--- src/dce_pkg.sv ---
/*
 constants for the dma channel engine: register indices, control field
 positions, item width codes and reset values.
 assumes a single core clock and an axi4-lite register bus.
*/
package dce_pkg;
    // register indices as printed; byte address is four times the index
    localparam logic [31:0] IDX_OFS = 32'h5000_361e;
    localparam logic [31:0] SRC_LO_OFS = 32'h5000_3620;
    localparam logic [31:0] SRC_HI_OFS = 32'h5000_3622;
    localparam logic [31:0] DST_LO_OFS = 32'h5000_3624;
    localparam logic [31:0] DST_HI_OFS = 32'h5000_3626;
    localparam logic [31:0] INTP_OFS = 32'h5000_3628;
    localparam logic [31:0] LEN_OFS = 32'h5000_362a;
    localparam logic [31:0] CTRL_OFS = 32'h5000_362c;
    // control fields
    localparam int CB_SENSE = 13;
    localparam int CB_FILL = 12;
    localparam int CB_YIELD = 11;
    localparam int CB_CIRC = 7;
    localparam int CB_SRC_STEP = 6;
    localparam int CB_DST_STEP = 5;
    localparam int CB_WFR = 4;
    localparam int CB_IRQ_EN = 3;
    localparam int CB_WIDTH_LO = 1;
    localparam int CB_RUN = 0;
    localparam logic [15:0] CTRL_WMASK = 16'h3fff;
    // item width codes
    localparam logic [1:0] W_BYTE = 2'h0;
    localparam logic [1:0] W_HALF = 2'h1;
    localparam logic [1:0] W_WORD = 2'h2;
    localparam logic [15:0] REG_RST = 16'h0000;
    localparam logic [1:0] RESP_OKAY = 2'h0;
    localparam logic [1:0] RESP_SLVERR = 2'h2;
    typedef enum logic [4:0] {
        ST_IDLE = 5'b00001,
        ST_WAIT = 5'b00010,
        ST_READ = 5'b00100,
        ST_WRITE = 5'b01000,
        ST_GAP = 5'b10000
    } dce_state_e;
endpackage

--- src/dce_channel.sv ---
/*
 one dma channel: axi4-lite register slave and a single-item bus master.
 assumes the system bus answers each request with a one-cycle ack and
 read data valid in that cycle, and a synchronous peripheral request.
*/
`timescale 1ns/1ps
module dce_channel #(
    parameter int AW = 16
) (
    // clock and reset
    input wire logic i_core_clk,
    input wire logic i_rst_n,
    // axi4-lite write
    input wire logic [AW-1:0] i_awaddr,
    input wire logic i_awvalid,
    output logic o_awready,
    input wire logic [31:0] i_wdata,
    input wire logic [3:0] i_wstrb,
    input wire logic i_wvalid,
    output logic o_wready,
    output logic [1:0] o_bresp,
    output logic o_bvalid,
    input wire logic i_bready,
    // axi4-lite read
    input wire logic [AW-1:0] i_araddr,
    input wire logic i_arvalid,
    output logic o_arready,
    output logic [31:0] o_rdata,
    output logic [1:0] o_rresp,
    output logic o_rvalid,
    input wire logic i_rready,
    // system bus master
    output logic o_mem_req,
    output logic o_mem_we,
    output logic [31:0] o_mem_addr,
    output logic [1:0] o_mem_width,
    output logic [31:0] o_mem_wdata,
    input wire logic i_mem_ack,
    input wire logic [31:0] i_mem_rdata,
    output logic o_bus_lock,
    // peripheral and interrupt
    input wire logic i_periph_req,
    output logic o_irq
);
    dce_pkg::dce_state_e state_reg;
    logic [15:0] idx_reg, src_lo_reg, src_hi_reg, dst_lo_reg, dst_hi_reg;
    logic [15:0] intp_reg, len_reg, ctrl_reg;
    logic [AW-1:0] aw_q;
    logic [31:0] wd_q;
    logic [3:0] ws_q;
    logic [31:0] data_reg;
    logic req_prev_reg, edge_pend_reg;
    logic do_write, item_done, last_item, relaunch, clear_run, trigger, consume;
    logic [31:0] rd_next;
    logic rd_hit;

    function automatic logic hit(input logic [AW-1:0] a, input logic [31:0] ofs);
        hit = (a[AW-1:2] == ofs[AW-3:0]);
    endfunction

    function automatic logic [15:0] merge(input logic [15:0] old,
                                          input logic [31:0] d, input logic [3:0] s);
        merge = {s[1] ? d[15:8] : old[15:8], s[0] ? d[7:0] : old[7:0]};
    endfunction

    function automatic logic [31:0] step_addr(input logic [31:0] base,
                                              input logic [15:0] idx,
                                              input logic [1:0] w, input logic on);
        logic [31:0] off;
        off = {16'h0000, idx};
        if (!on) begin
            step_addr = base;
        end else if (w == dce_pkg::W_WORD) begin
            step_addr = base + {off[29:0], 2'b00};
        end else if (w == dce_pkg::W_HALF) begin
            step_addr = base + {off[30:0], 1'b0};
        end else begin
            step_addr = base + off;
        end
    endfunction

    wire c_sense = ctrl_reg[dce_pkg::CB_SENSE];
    wire c_fill = ctrl_reg[dce_pkg::CB_FILL];
    wire c_yield = ctrl_reg[dce_pkg::CB_YIELD];
    wire c_circ = ctrl_reg[dce_pkg::CB_CIRC];
    wire c_wfr = ctrl_reg[dce_pkg::CB_WFR];
    wire c_irq_en = ctrl_reg[dce_pkg::CB_IRQ_EN];
    wire c_run = ctrl_reg[dce_pkg::CB_RUN];
    wire [1:0] c_width = ctrl_reg[dce_pkg::CB_WIDTH_LO +: 2];
    wire [31:0] src_addr = step_addr({src_hi_reg, src_lo_reg}, idx_reg, c_width,
                                     ctrl_reg[dce_pkg::CB_SRC_STEP]);
    wire [31:0] dst_addr = step_addr({dst_hi_reg, dst_lo_reg}, idx_reg, c_width,
                                     ctrl_reg[dce_pkg::CB_DST_STEP]);

    assign do_write = !o_awready && !o_wready && !o_bvalid;
    assign item_done = (state_reg == dce_pkg::ST_WRITE) && o_mem_req && i_mem_ack;
    assign last_item = (idx_reg == len_reg);
    assign relaunch = c_circ && c_wfr;
    assign clear_run = item_done && last_item && !relaunch;
    assign trigger = c_sense ? edge_pend_reg : i_periph_req;
    assign consume = (state_reg == dce_pkg::ST_WAIT) && c_run && trigger;

    // axi write channels
    always_ff @(posedge i_core_clk or negedge i_rst_n) begin
        if (!i_rst_n) begin
            o_awready <= 1'b1;
            o_wready <= 1'b1;
            o_bvalid <= 1'b0;
            o_bresp <= dce_pkg::RESP_OKAY;
            aw_q <= '0;
            wd_q <= 32'h0000_0000;
            ws_q <= 4'h0;
        end else begin
            if (i_awvalid && o_awready) begin
                aw_q <= i_awaddr;
                o_awready <= 1'b0;
            end
            if (i_wvalid && o_wready) begin
                wd_q <= i_wdata;
                ws_q <= i_wstrb;
                o_wready <= 1'b0;
            end
            if (do_write) begin
                o_bvalid <= 1'b1;
                o_bresp <= (hit(aw_q, dce_pkg::SRC_LO_OFS) || hit(aw_q, dce_pkg::SRC_HI_OFS)
                    || hit(aw_q, dce_pkg::DST_LO_OFS) || hit(aw_q, dce_pkg::DST_HI_OFS)
                    || hit(aw_q, dce_pkg::INTP_OFS) || hit(aw_q, dce_pkg::LEN_OFS)
                    || hit(aw_q, dce_pkg::CTRL_OFS) || hit(aw_q, dce_pkg::IDX_OFS))
                    ? dce_pkg::RESP_OKAY : dce_pkg::RESP_SLVERR;
            end else if (o_bvalid && i_bready) begin
                o_bvalid <= 1'b0;
                o_awready <= 1'b1;
                o_wready <= 1'b1;
            end
        end
    end

    // configuration registers
    always_ff @(posedge i_core_clk or negedge i_rst_n) begin
        if (!i_rst_n) begin
            src_lo_reg <= dce_pkg::REG_RST;
            src_hi_reg <= dce_pkg::REG_RST;
            dst_lo_reg <= dce_pkg::REG_RST;
            dst_hi_reg <= dce_pkg::REG_RST;
            intp_reg <= dce_pkg::REG_RST;
            len_reg <= dce_pkg::REG_RST;
        end else if (do_write) begin
            if (hit(aw_q, dce_pkg::SRC_LO_OFS)) src_lo_reg <= merge(src_lo_reg, wd_q, ws_q);
            if (hit(aw_q, dce_pkg::SRC_HI_OFS)) src_hi_reg <= merge(src_hi_reg, wd_q, ws_q);
            if (hit(aw_q, dce_pkg::DST_LO_OFS)) dst_lo_reg <= merge(dst_lo_reg, wd_q, ws_q);
            if (hit(aw_q, dce_pkg::DST_HI_OFS)) dst_hi_reg <= merge(dst_hi_reg, wd_q, ws_q);
            if (hit(aw_q, dce_pkg::INTP_OFS)) intp_reg <= merge(intp_reg, wd_q, ws_q);
            if (hit(aw_q, dce_pkg::LEN_OFS)) len_reg <= merge(len_reg, wd_q, ws_q);
        end
    end

    // control register; software write wins over completion clear
    always_ff @(posedge i_core_clk or negedge i_rst_n) begin
        if (!i_rst_n) begin
            ctrl_reg <= dce_pkg::REG_RST;
        end else if (do_write && hit(aw_q, dce_pkg::CTRL_OFS)) begin
            ctrl_reg <= merge(ctrl_reg, wd_q, ws_q) & dce_pkg::CTRL_WMASK;
        end else if (clear_run) begin
            ctrl_reg[dce_pkg::CB_RUN] <= 1'b0;
        end
    end

    // read mux
    always_comb begin
        rd_hit = 1'b1;
        rd_next = 32'h0000_0000;
        if (hit(i_araddr, dce_pkg::IDX_OFS)) rd_next[15:0] = idx_reg;
        else if (hit(i_araddr, dce_pkg::SRC_LO_OFS)) rd_next[15:0] = src_lo_reg;
        else if (hit(i_araddr, dce_pkg::SRC_HI_OFS)) rd_next[15:0] = src_hi_reg;
        else if (hit(i_araddr, dce_pkg::DST_LO_OFS)) rd_next[15:0] = dst_lo_reg;
        else if (hit(i_araddr, dce_pkg::DST_HI_OFS)) rd_next[15:0] = dst_hi_reg;
        else if (hit(i_araddr, dce_pkg::INTP_OFS)) rd_next[15:0] = intp_reg;
        else if (hit(i_araddr, dce_pkg::LEN_OFS)) rd_next[15:0] = len_reg;
        else if (hit(i_araddr, dce_pkg::CTRL_OFS)) rd_next[15:0] = ctrl_reg;
        else rd_hit = 1'b0;
    end

    // axi read channels
    always_ff @(posedge i_core_clk or negedge i_rst_n) begin
        if (!i_rst_n) begin
            o_arready <= 1'b1;
            o_rvalid <= 1'b0;
            o_rdata <= 32'h0000_0000;
            o_rresp <= dce_pkg::RESP_OKAY;
        end else if (i_arvalid && o_arready) begin
            o_arready <= 1'b0;
            o_rvalid <= 1'b1;
            o_rdata <= rd_next;
            o_rresp <= rd_hit ? dce_pkg::RESP_OKAY : dce_pkg::RESP_SLVERR;
        end else if (o_rvalid && i_rready) begin
            o_rvalid <= 1'b0;
            o_arready <= 1'b1;
        end
    end

    // request edge capture; a new edge wins over consumption
    always_ff @(posedge i_core_clk or negedge i_rst_n) begin
        if (!i_rst_n) begin
            req_prev_reg <= 1'b0;
            edge_pend_reg <= 1'b0;
        end else begin
            req_prev_reg <= i_periph_req;
            if (i_periph_req && !req_prev_reg) edge_pend_reg <= 1'b1;
            else if (consume || !c_wfr) edge_pend_reg <= 1'b0;
        end
    end

    // transfer sequencer
    always_ff @(posedge i_core_clk or negedge i_rst_n) begin
        if (!i_rst_n) begin
            state_reg <= dce_pkg::ST_IDLE;
            idx_reg <= 16'h0000;
            o_mem_req <= 1'b0;
            o_mem_we <= 1'b0;
            o_mem_addr <= 32'h0000_0000;
            o_mem_width <= dce_pkg::W_BYTE;
            o_mem_wdata <= 32'h0000_0000;
            data_reg <= 32'h0000_0000;
        end else begin
            case (state_reg)
                dce_pkg::ST_IDLE: begin
                    idx_reg <= 16'h0000;
                    if (c_run) begin
                        state_reg <= c_wfr ? dce_pkg::ST_WAIT : dce_pkg::ST_READ;
                    end
                end
                dce_pkg::ST_WAIT: begin
                    if (!c_run) begin
                        state_reg <= dce_pkg::ST_IDLE;
                    end else if (trigger) begin
                        state_reg <= dce_pkg::ST_READ;
                    end
                end
                dce_pkg::ST_GAP: begin
                    state_reg <= c_run ? dce_pkg::ST_READ : dce_pkg::ST_IDLE;
                end
                dce_pkg::ST_READ: begin
                    if (!o_mem_req) begin
                        if (!c_run) begin
                            state_reg <= dce_pkg::ST_IDLE;
                        end else if (c_fill && idx_reg != 16'h0000) begin
                            state_reg <= dce_pkg::ST_WRITE;
                        end else begin
                            o_mem_req <= 1'b1;
                            o_mem_we <= 1'b0;
                            o_mem_addr <= c_fill ? {src_hi_reg, src_lo_reg} : src_addr;
                            o_mem_width <= c_width;
                        end
                    end else if (i_mem_ack) begin
                        o_mem_req <= 1'b0;
                        data_reg <= i_mem_rdata;
                        state_reg <= dce_pkg::ST_WRITE;
                    end
                end
                dce_pkg::ST_WRITE: begin
                    if (!o_mem_req) begin
                        o_mem_req <= 1'b1;
                        o_mem_we <= 1'b1;
                        o_mem_addr <= dst_addr;
                        o_mem_width <= c_width;
                        o_mem_wdata <= data_reg;
                    end else if (i_mem_ack) begin
                        o_mem_req <= 1'b0;
                        o_mem_we <= 1'b0;
                        if (last_item) begin
                            idx_reg <= 16'h0000;
                            state_reg <= relaunch ? dce_pkg::ST_WAIT : dce_pkg::ST_IDLE;
                        end else begin
                            idx_reg <= idx_reg + 16'h0001;
                            if (c_wfr) begin
                                state_reg <= dce_pkg::ST_WAIT;
                            end else if (c_yield) begin
                                state_reg <= dce_pkg::ST_GAP;
                            end else begin
                                state_reg <= dce_pkg::ST_READ;
                            end
                        end
                    end
                end
                default: begin
                    state_reg <= dce_pkg::ST_IDLE;
                end
            endcase
        end
    end

    // interrupt pulse and bus hold
    always_ff @(posedge i_core_clk or negedge i_rst_n) begin
        if (!i_rst_n) begin
            o_irq <= 1'b0;
            o_bus_lock <= 1'b0;
        end else begin
            o_irq <= item_done && c_irq_en && (intp_reg == idx_reg);
            o_bus_lock <= (state_reg == dce_pkg::ST_READ || state_reg == dce_pkg::ST_WRITE)
                || (c_fill && state_reg != dce_pkg::ST_IDLE);
        end
    end

    wire in_xfer = (state_reg == dce_pkg::ST_READ) || (state_reg == dce_pkg::ST_WRITE);
endmodule // dce_channel

--- config.mk ---
export PLATFORM = sky130hd
export DESIGN_NAME = dce_channel
export DESIGN_NICKNAME = d
export VERILOG_FILES = /design/src/dce_pkg.sv /design/src/dce_channel.sv
export SDC_FILE = /design/constraint.sdc
export NUM_CORES = 1
export LEC_CHECK = 0
export BUFFER_PORTS_ARGS = -buffer_cell sky130_fd_sc_hd__buf_2
export CAP_MARGIN = 25
export CORE_MARGIN = 2
export CORE_UTILIZATION = 55
export CTS_CLUSTER_DIAMETER = 120
export DETAILED_ROUTE_END_ITERATION = 6
export PLACE_DENSITY = 0.76
export SLEW_MARGIN = 20
export SYNTH_ARGS = -nofsm -noshare
export SYNTH_HDL_FRONTEND = slang
export SYNTH_SLANG_ARGS = --single-unit
--- constraint.sdc ---
create_clock -name i_core_clk -period 5 [get_ports i_core_clk]
set_input_delay 0.75 -clock i_core_clk [delete_from_list [all_inputs] [get_ports i_core_clk]]
set_output_delay 0.75 -clock i_core_clk [all_outputs]
set_load 0.05 [all_outputs]
# ---- Yosys cells after proc, flatten, opt, wreduce, memory -nomap -nowiden
# Cells that the tools add are included.
# W data, S select, Z words.
dict set report op_classes {
  addsub 7
  magnitude_cmp 0
  mul 0
  n_reduce_logical 64
  div_mod_pow 0
  bitwise 1
  eq_ne 38
  muxes 85
  n_shift 0
}
# cell n
set ops {}
lappend ops {{$mux W32} 11}
lappend ops {{$eq A14 B14 Y1 const B} 16}
lappend ops {{$mux W16} 10}
lappend ops {{$add A32 B16 Y32} 2}
lappend ops {{$add A32 B17 Y32} 2}
lappend ops {{$add A32 B18 Y32} 2}
lappend ops {{$pmux W32 S2} 1}
lappend ops {{$mux W5} 12}
lappend ops {{$reduce_and A3 Y1} 14}
lappend ops {{$mux W1} 36}
lappend ops {{$eq A16 B16 Y1} 2}
lappend ops {{$pmux W16 S2} 1}
lappend ops {{$pmux W5 S5} 1}
lappend ops {{$logic_and A1 B1 Y1} 20}
lappend ops {{$add A16 B1 Y16 const B} 1}
lappend ops {{$ne A2 B2 Y1 const B} 8}
lappend ops {{$reduce_bool A16 Y1} 1}
lappend ops {{$mux W14} 1}
lappend ops {{$mux W2} 7}
lappend ops {{$reduce_bool A2 Y1} 6}
lappend ops {{$logic_or A1 B1 Y1} 10}
lappend ops {{$reduce_and A5 Y1} 2}
lappend ops {{$ne A3 B3 Y1 const B} 3}
lappend ops {{$reduce_and A2 Y1} 4}
lappend ops {{15 further kinds} 22}
dict set report totals {
  latchBits 0
  wordCells 233
  ramBits 0
  regBits 294
  out_inout_bits 111
  rom_bits 0
  n_memories 0
}

# ---- Depth between registers and ports, before layout
dict set report logic_depth {
  depth_word 10
  ltp_mapped 13
  ltp_nobuf 12
}

# ---- Worst setup path after synthesis
# OpenSTA, ideal clock, no wires.
dict set report synth_path {
  kind {register to register}
  startpoint {reg idx_reg[1]}
  endpoint {reg o_mem_addr[29]}
  required_ns 4.896
  n_path_buf 0
  setup_ns 0.104
  arrival_ns 2.954
  slack_ns 1.942
  path_stages_with_launch 12
  path_cell_list {dfrtp_1 > inv_1 > fa_1 > nand2b_1 > a21oi_1 > o211ai_1 > a21oi_1 > nor4_1 > or2_2 > nor3_1 > xnor2_1 > a221oi_1}
}
dict set report synth_between {
  elab_chain_cells 9
  word_cells_on_any_way 22
  classes_between {6 x add/sub; 1 x eq/ne; 12 x mux; 3 x reduce/logical}
}
# element line_no
set synth_rtl {}
lappend synth_rtl {{start: declaration} dce_channel.sv:46} ;# logic [15:0] idx_reg, src_lo_reg, src_hi_reg, dst_lo_reg, dst_hi_reg;
lappend synth_rtl {{start signal: assignment} dce_channel.sv:274} ;# idx_reg <= idx_reg + 16'h0001;
lappend synth_rtl {{$add A32 B16 Y32 or $add A32 B17 Y32 (tied branches)} {dce_channel.sv:78, dce_channel.sv:76}}
lappend synth_rtl {{$mux W32} dce_channel.sv:75} ;# end else if (w == dce_pkg::W_HALF) begin
lappend synth_rtl {{$mux W32} dce_channel.sv:73} ;# end else if (w == dce_pkg::W_WORD) begin
lappend synth_rtl {{$mux W32} dce_channel.sv:71} ;# if (!on) begin
lappend synth_rtl {{$mux W32} dce_channel.sv:251} ;# o_mem_addr <= c_fill ? {src_hi_reg, src_lo_reg} : src_addr;
lappend synth_rtl {{$mux W32} dce_channel.sv:246} ;# end else if (c_fill && idx_reg != 16'h0000) begin
lappend synth_rtl {{$mux W32} dce_channel.sv:244} ;# if (!c_run) begin
lappend synth_rtl {{$mux W32} dce_channel.sv:243} ;# if (!o_mem_req) begin
lappend synth_rtl {{$pmux W32 S2} dce_channel.sv:225} ;# case (state_reg)
lappend synth_rtl {{end signal: assignment} dce_channel.sv:251}
lappend synth_rtl {{end signal: assignment} dce_channel.sv:264} ;# o_mem_addr <= dst_addr;
lappend synth_rtl {{end: declaration} dce_channel.sv:35} ;# output logic [31:0] o_mem_addr,
# Parallel ways exist; a longest one is shown, timed or not. The select of a mux whose other input is x is not followed.
# A chain may end at the register's enable or synchronous reset.

# ---- Worst setup path after layout
dict set report layout_path {
  startpoint {reg idx_reg[5]}
  endpoint {reg o_mem_addr[29]}
}
# Same word-level chain as after synthesis.

==> out/results.tsv <==
stage	metric	value	unit
run_status	status	finished clean	
clocking	cts_max_path_buffers	3	
global_routing	antenna_found_initial	0	
critical_path	crit_chain	ha_1 > or3_1 > o221ai_1 > o41a_1 > a21oi_1 > nor4_2 > nor3b_2 > nand3_1 > xor2_1 > a221oi_1	
clocking	clk_latency	0.58	ns
routing	viasPerCell	6.45	
critical_path	r2r_start	idx_reg[5]	
routing	drtAntennaViolNets	0	
final_layout	layout.cells.non_filler	2687	
critical_path	cp.depth	10	
synth	synth-seq-cells	290	
routing	route.detailed.drc	0	
clocking	hold_buffers	0	
clocking	h-tree-depth	1	
clocking	cts_sinks	290	
placement	hpwl	48600	µm
timing	fmax	261	MHz
synth	postSynthCellCount	2045	
critical_path	cp-end-kind	flip-flop	
critical_path	arrival	4.26	ns
power_and_ir_drop	max-vdd-ir-drop	0.000385	V
power_and_ir_drop	p_leak	10.5	nW
global_routing	globalRoute.totalOverflow	0	
synth	synth_enable_flop_cells	0	
synth	async_reset_ff_share	100	%
synth	synth_area_leaders	dfrtp_1, mux2_2, ha_1	
synth	ys_types	88	
critical_path	path_max_fanout	14	
die	die_w	191	µm
routing	dr.pass1.iters	7	
power_and_ir_drop	p_total	7.36	mW
critical_path	crit_buf_inv	0	
power_and_ir_drop	combinationalPowerShare	24.9	%
critical_path	ff2ff_setup_slack	1.17	ns
power_and_ir_drop	p_int	4.70	mW
critical_path	reg2reg_depth	10	
timing	fin_skew	0.0294	ns
critical_path	critical_path.slowest_cell	nor4_2	
placement	port_buffers	179	
clocking	cts-root-buf	clkbuf_16	
routing	routedWlPerCell	23.7	µm
routing	dr.first_iter.drc_count	1652	
timing	maxSlewViolCount	0	
critical_path	worstSetupPathType	flip-flop to flip-flop	
final_layout	final_cell_area	21700	µm²
synth	yosys_warnings	0	
routing	num_vias	17300	
synth	syn_area	19200	µm²
critical_path	crit_path_start	idx_reg[5]	
power_and_ir_drop	power_frac_seq	44.2	%
global_routing	grt_max_degree	115	
synth	ys_seq_area_share	37.8	%
critical_path	rr_endpoint	o_mem_addr[29]	
timing	period_needed	3.83	ns
min_path	hold_path_class	input pin to async pin	
power_and_ir_drop	powerDensity	340	nW/µm²
clocking	cts_buffers	30	
clocking	post_cts_resized	0	
die	start_util	55.8	%
clocking	cts_setup_buffers	0	
die	io_pins	220	
timing	max-slew-margin-rel	26.1	%
die	die-area	36500	µm²
critical_path	worstSetupEndpoint	o_mem_addr[29]	
final_layout	areaGrowthSynthToFinish	12.7	%
critical_path	required	5.43	ns
routing	wirelength	63600	µm
placement	gp_congestion	0.983	
power_and_ir_drop	power.switching	2.66	mW
clocking	cts_tree	yes	
power_and_ir_drop	sw_frac_of_total	36.2	%
timing	tns	0	ns
synth	syn_avg_cell_area	9.40	µm²
timing	worst_pin_slew	1.10	ns
final_layout	drive_gt1_share	22.3	%
die	die_y	191	µm
clocking	clk_pin_slew_worst_paths	0.06	ns
placement	place_area	20700	µm²
synth	yosys.area.top_type	dfrtp_1	
timing	hold_viol_final	0	
power_and_ir_drop	pwr-share-clk	30.9	%
final_layout	fillCellCount	2931	
timing	setup_viol_count_final	0	
global_routing	grt_pass1_vias	17000	
final_layout	final_nets	2426	
critical_path	cp_top_family	simple AND/OR/NAND/NOR gates	
critical_path	slowest_delay	0.82	ns
die	rows	68	
die	core-area	34500	µm²
timing	rsz0062_at_grt	false	
critical_path	cp-start-kind	flip-flop	
synth	synth_top_flop_cell	dfrtp_1	
flow_run	maxCapViolations	0	
final_layout	diodes	0	
placement	place_inst	2635	
synth	synth_top_area_share	37.2	%
global_routing	grt_usage	34.8	%
global_routing	grt_first_pass_wirelength	97200	µm
timing	min_period_over_period	76.7	%
[per-layer routing]
metal	wire, µm	GRT usage (%)
met1	25200	45.9
met2	29100	54.9
met3	5430	5.43
met4	3920	19.4
met5	0	0
[cell type report]
type,instances,area (µm²),share of cell area (%)
multi-input combinational,1626,11400,52.7
sequential,290,7260,33.5
timing repair buffer,227,1280,5.89
clock buffer,42,856,3.95
tap,455,569,2.63
inverter,38,143,0.659
clock inverter,9,136,0.630
[stage by stage]
step	util, %	hold WS, ns	worst slack [ns]
finish	62.9	0.216	1.17
detailed placement	60.0	0.440	1.33
CTS	62.8	0.271	1.33
global route	62.9	0.304	1.09
global placement	59.9	0.412	1.37
floorplan	-	0.400	1.94
[cell usage in the layout (no fill, tap or decap), types with 38 or more instances in the layout]
| cell | count |
|---|---|
| a211oi_1 | 38 |
| a21oi_1 | 104 |
| buf_2 | 178 |
| buf_4 | 46 |
| dfrtp_1 | 286 |
| ha_1 | 98 |
| mux2_2 | 188 |
| nand2_1 | 245 |
| nand3_1 | 70 |
| nor2_1 | 123 |
| o21ai_0 | 127 |
| xnor2_1 | 62 |
| xor2_1 | 70 |
[synth_stat cells (7+ instances only)]
| library cell | n |
|---|---|
| clkbuf_1 | 77 |
| o21ai_1 | 10 |
| a21o_1 | 37 |
| a211oi_1 | 38 |
| a221oi_1 | 21 |
| mux2i_1 | 7 |
| mux2_2 | 188 |
| a221o_1 | 8 |
| o31ai_1 | 11 |
| nor2_1 | 126 |
| nor2b_1 | 16 |
| ha_1 | 98 |
| a31oi_1 | 21 |
| o21bai_1 | 11 |
| xor2_1 | 70 |
| a21oi_1 | 104 |
| xnor2_1 | 62 |
| o21ai_0 | 127 |
| dfrtp_1 | 286 |
| a2111oi_0 | 10 |
| o22ai_1 | 14 |
| buf_4 | 18 |
| nand3_1 | 70 |
| nand4_1 | 23 |
| and3_1 | 22 |
| nor4_1 | 15 |
| o211ai_1 | 19 |
| nand2b_1 | 18 |
| o221ai_1 | 19 |
| o21a_1 | 14 |
| nor3_1 | 37 |
| nand2_1 | 245 |
| a222oi_1 | 11 |
| inv_1 | 37 |
| a22oi_1 | 13 |
| buf_1 | 8 |
| or3_1 | 13 |
| and2_1 | 10 |
[logic make-up after synthesis]
group	after synthesis	synth area share, %
AND/OR/NAND/NOR	639	15.8
buffers and inverters	146	3.30
other	1	0.0195
adder cells (fa/ha/maj)	104	7.00
multiplexers	195	11.4
flip-flops	290	37.8
AO/OA/AOI/OAI	538	18.7
XOR/XNOR	132	6.02
[power by group through the flow]
stage	Clock, mW	Sequential [mW]	Combinational, mW
6_report	2.28	3.25	1.83
2_1_floorplan	0	3.72	0.738
4_1_cts	2.30	3.24	1.83
3_5_place_dp	0	3.27	1.82
3_3_place_gp	0	3.25	1.78
5_1_grt	2.39	3.31	1.96
[how the worst min path moves through the flow]
stage	from	end	slack, ns
6_report	i_rst_n	aw_q[13]	0.22
5_1_grt	i_periph_req	req_prev_reg	0.30
4_1_cts	i_rst_n	aw_q[13]	0.27
3_5_place_dp	req_prev_reg	edge_pend_reg	0.44
3_3_place_gp	req_prev_reg	edge_pend_reg	0.41
2_1_floorplan	req_prev_reg	edge_pend_reg	0.40
[worst reg2reg max path, cell delays in order (launching register included)]
cell	delay [ns]
dfrtp_1	0.66
ha_1	0.42
or3_1	0.39
o221ai_1	0.49
o41a_1	0.24
a21oi_1	0.08
nor4_2	0.82
nor3b_2	0.15
nand3_1	0.15
xor2_1	0.20
a221oi_1	0.10
(Power assumes the default switching activity.)
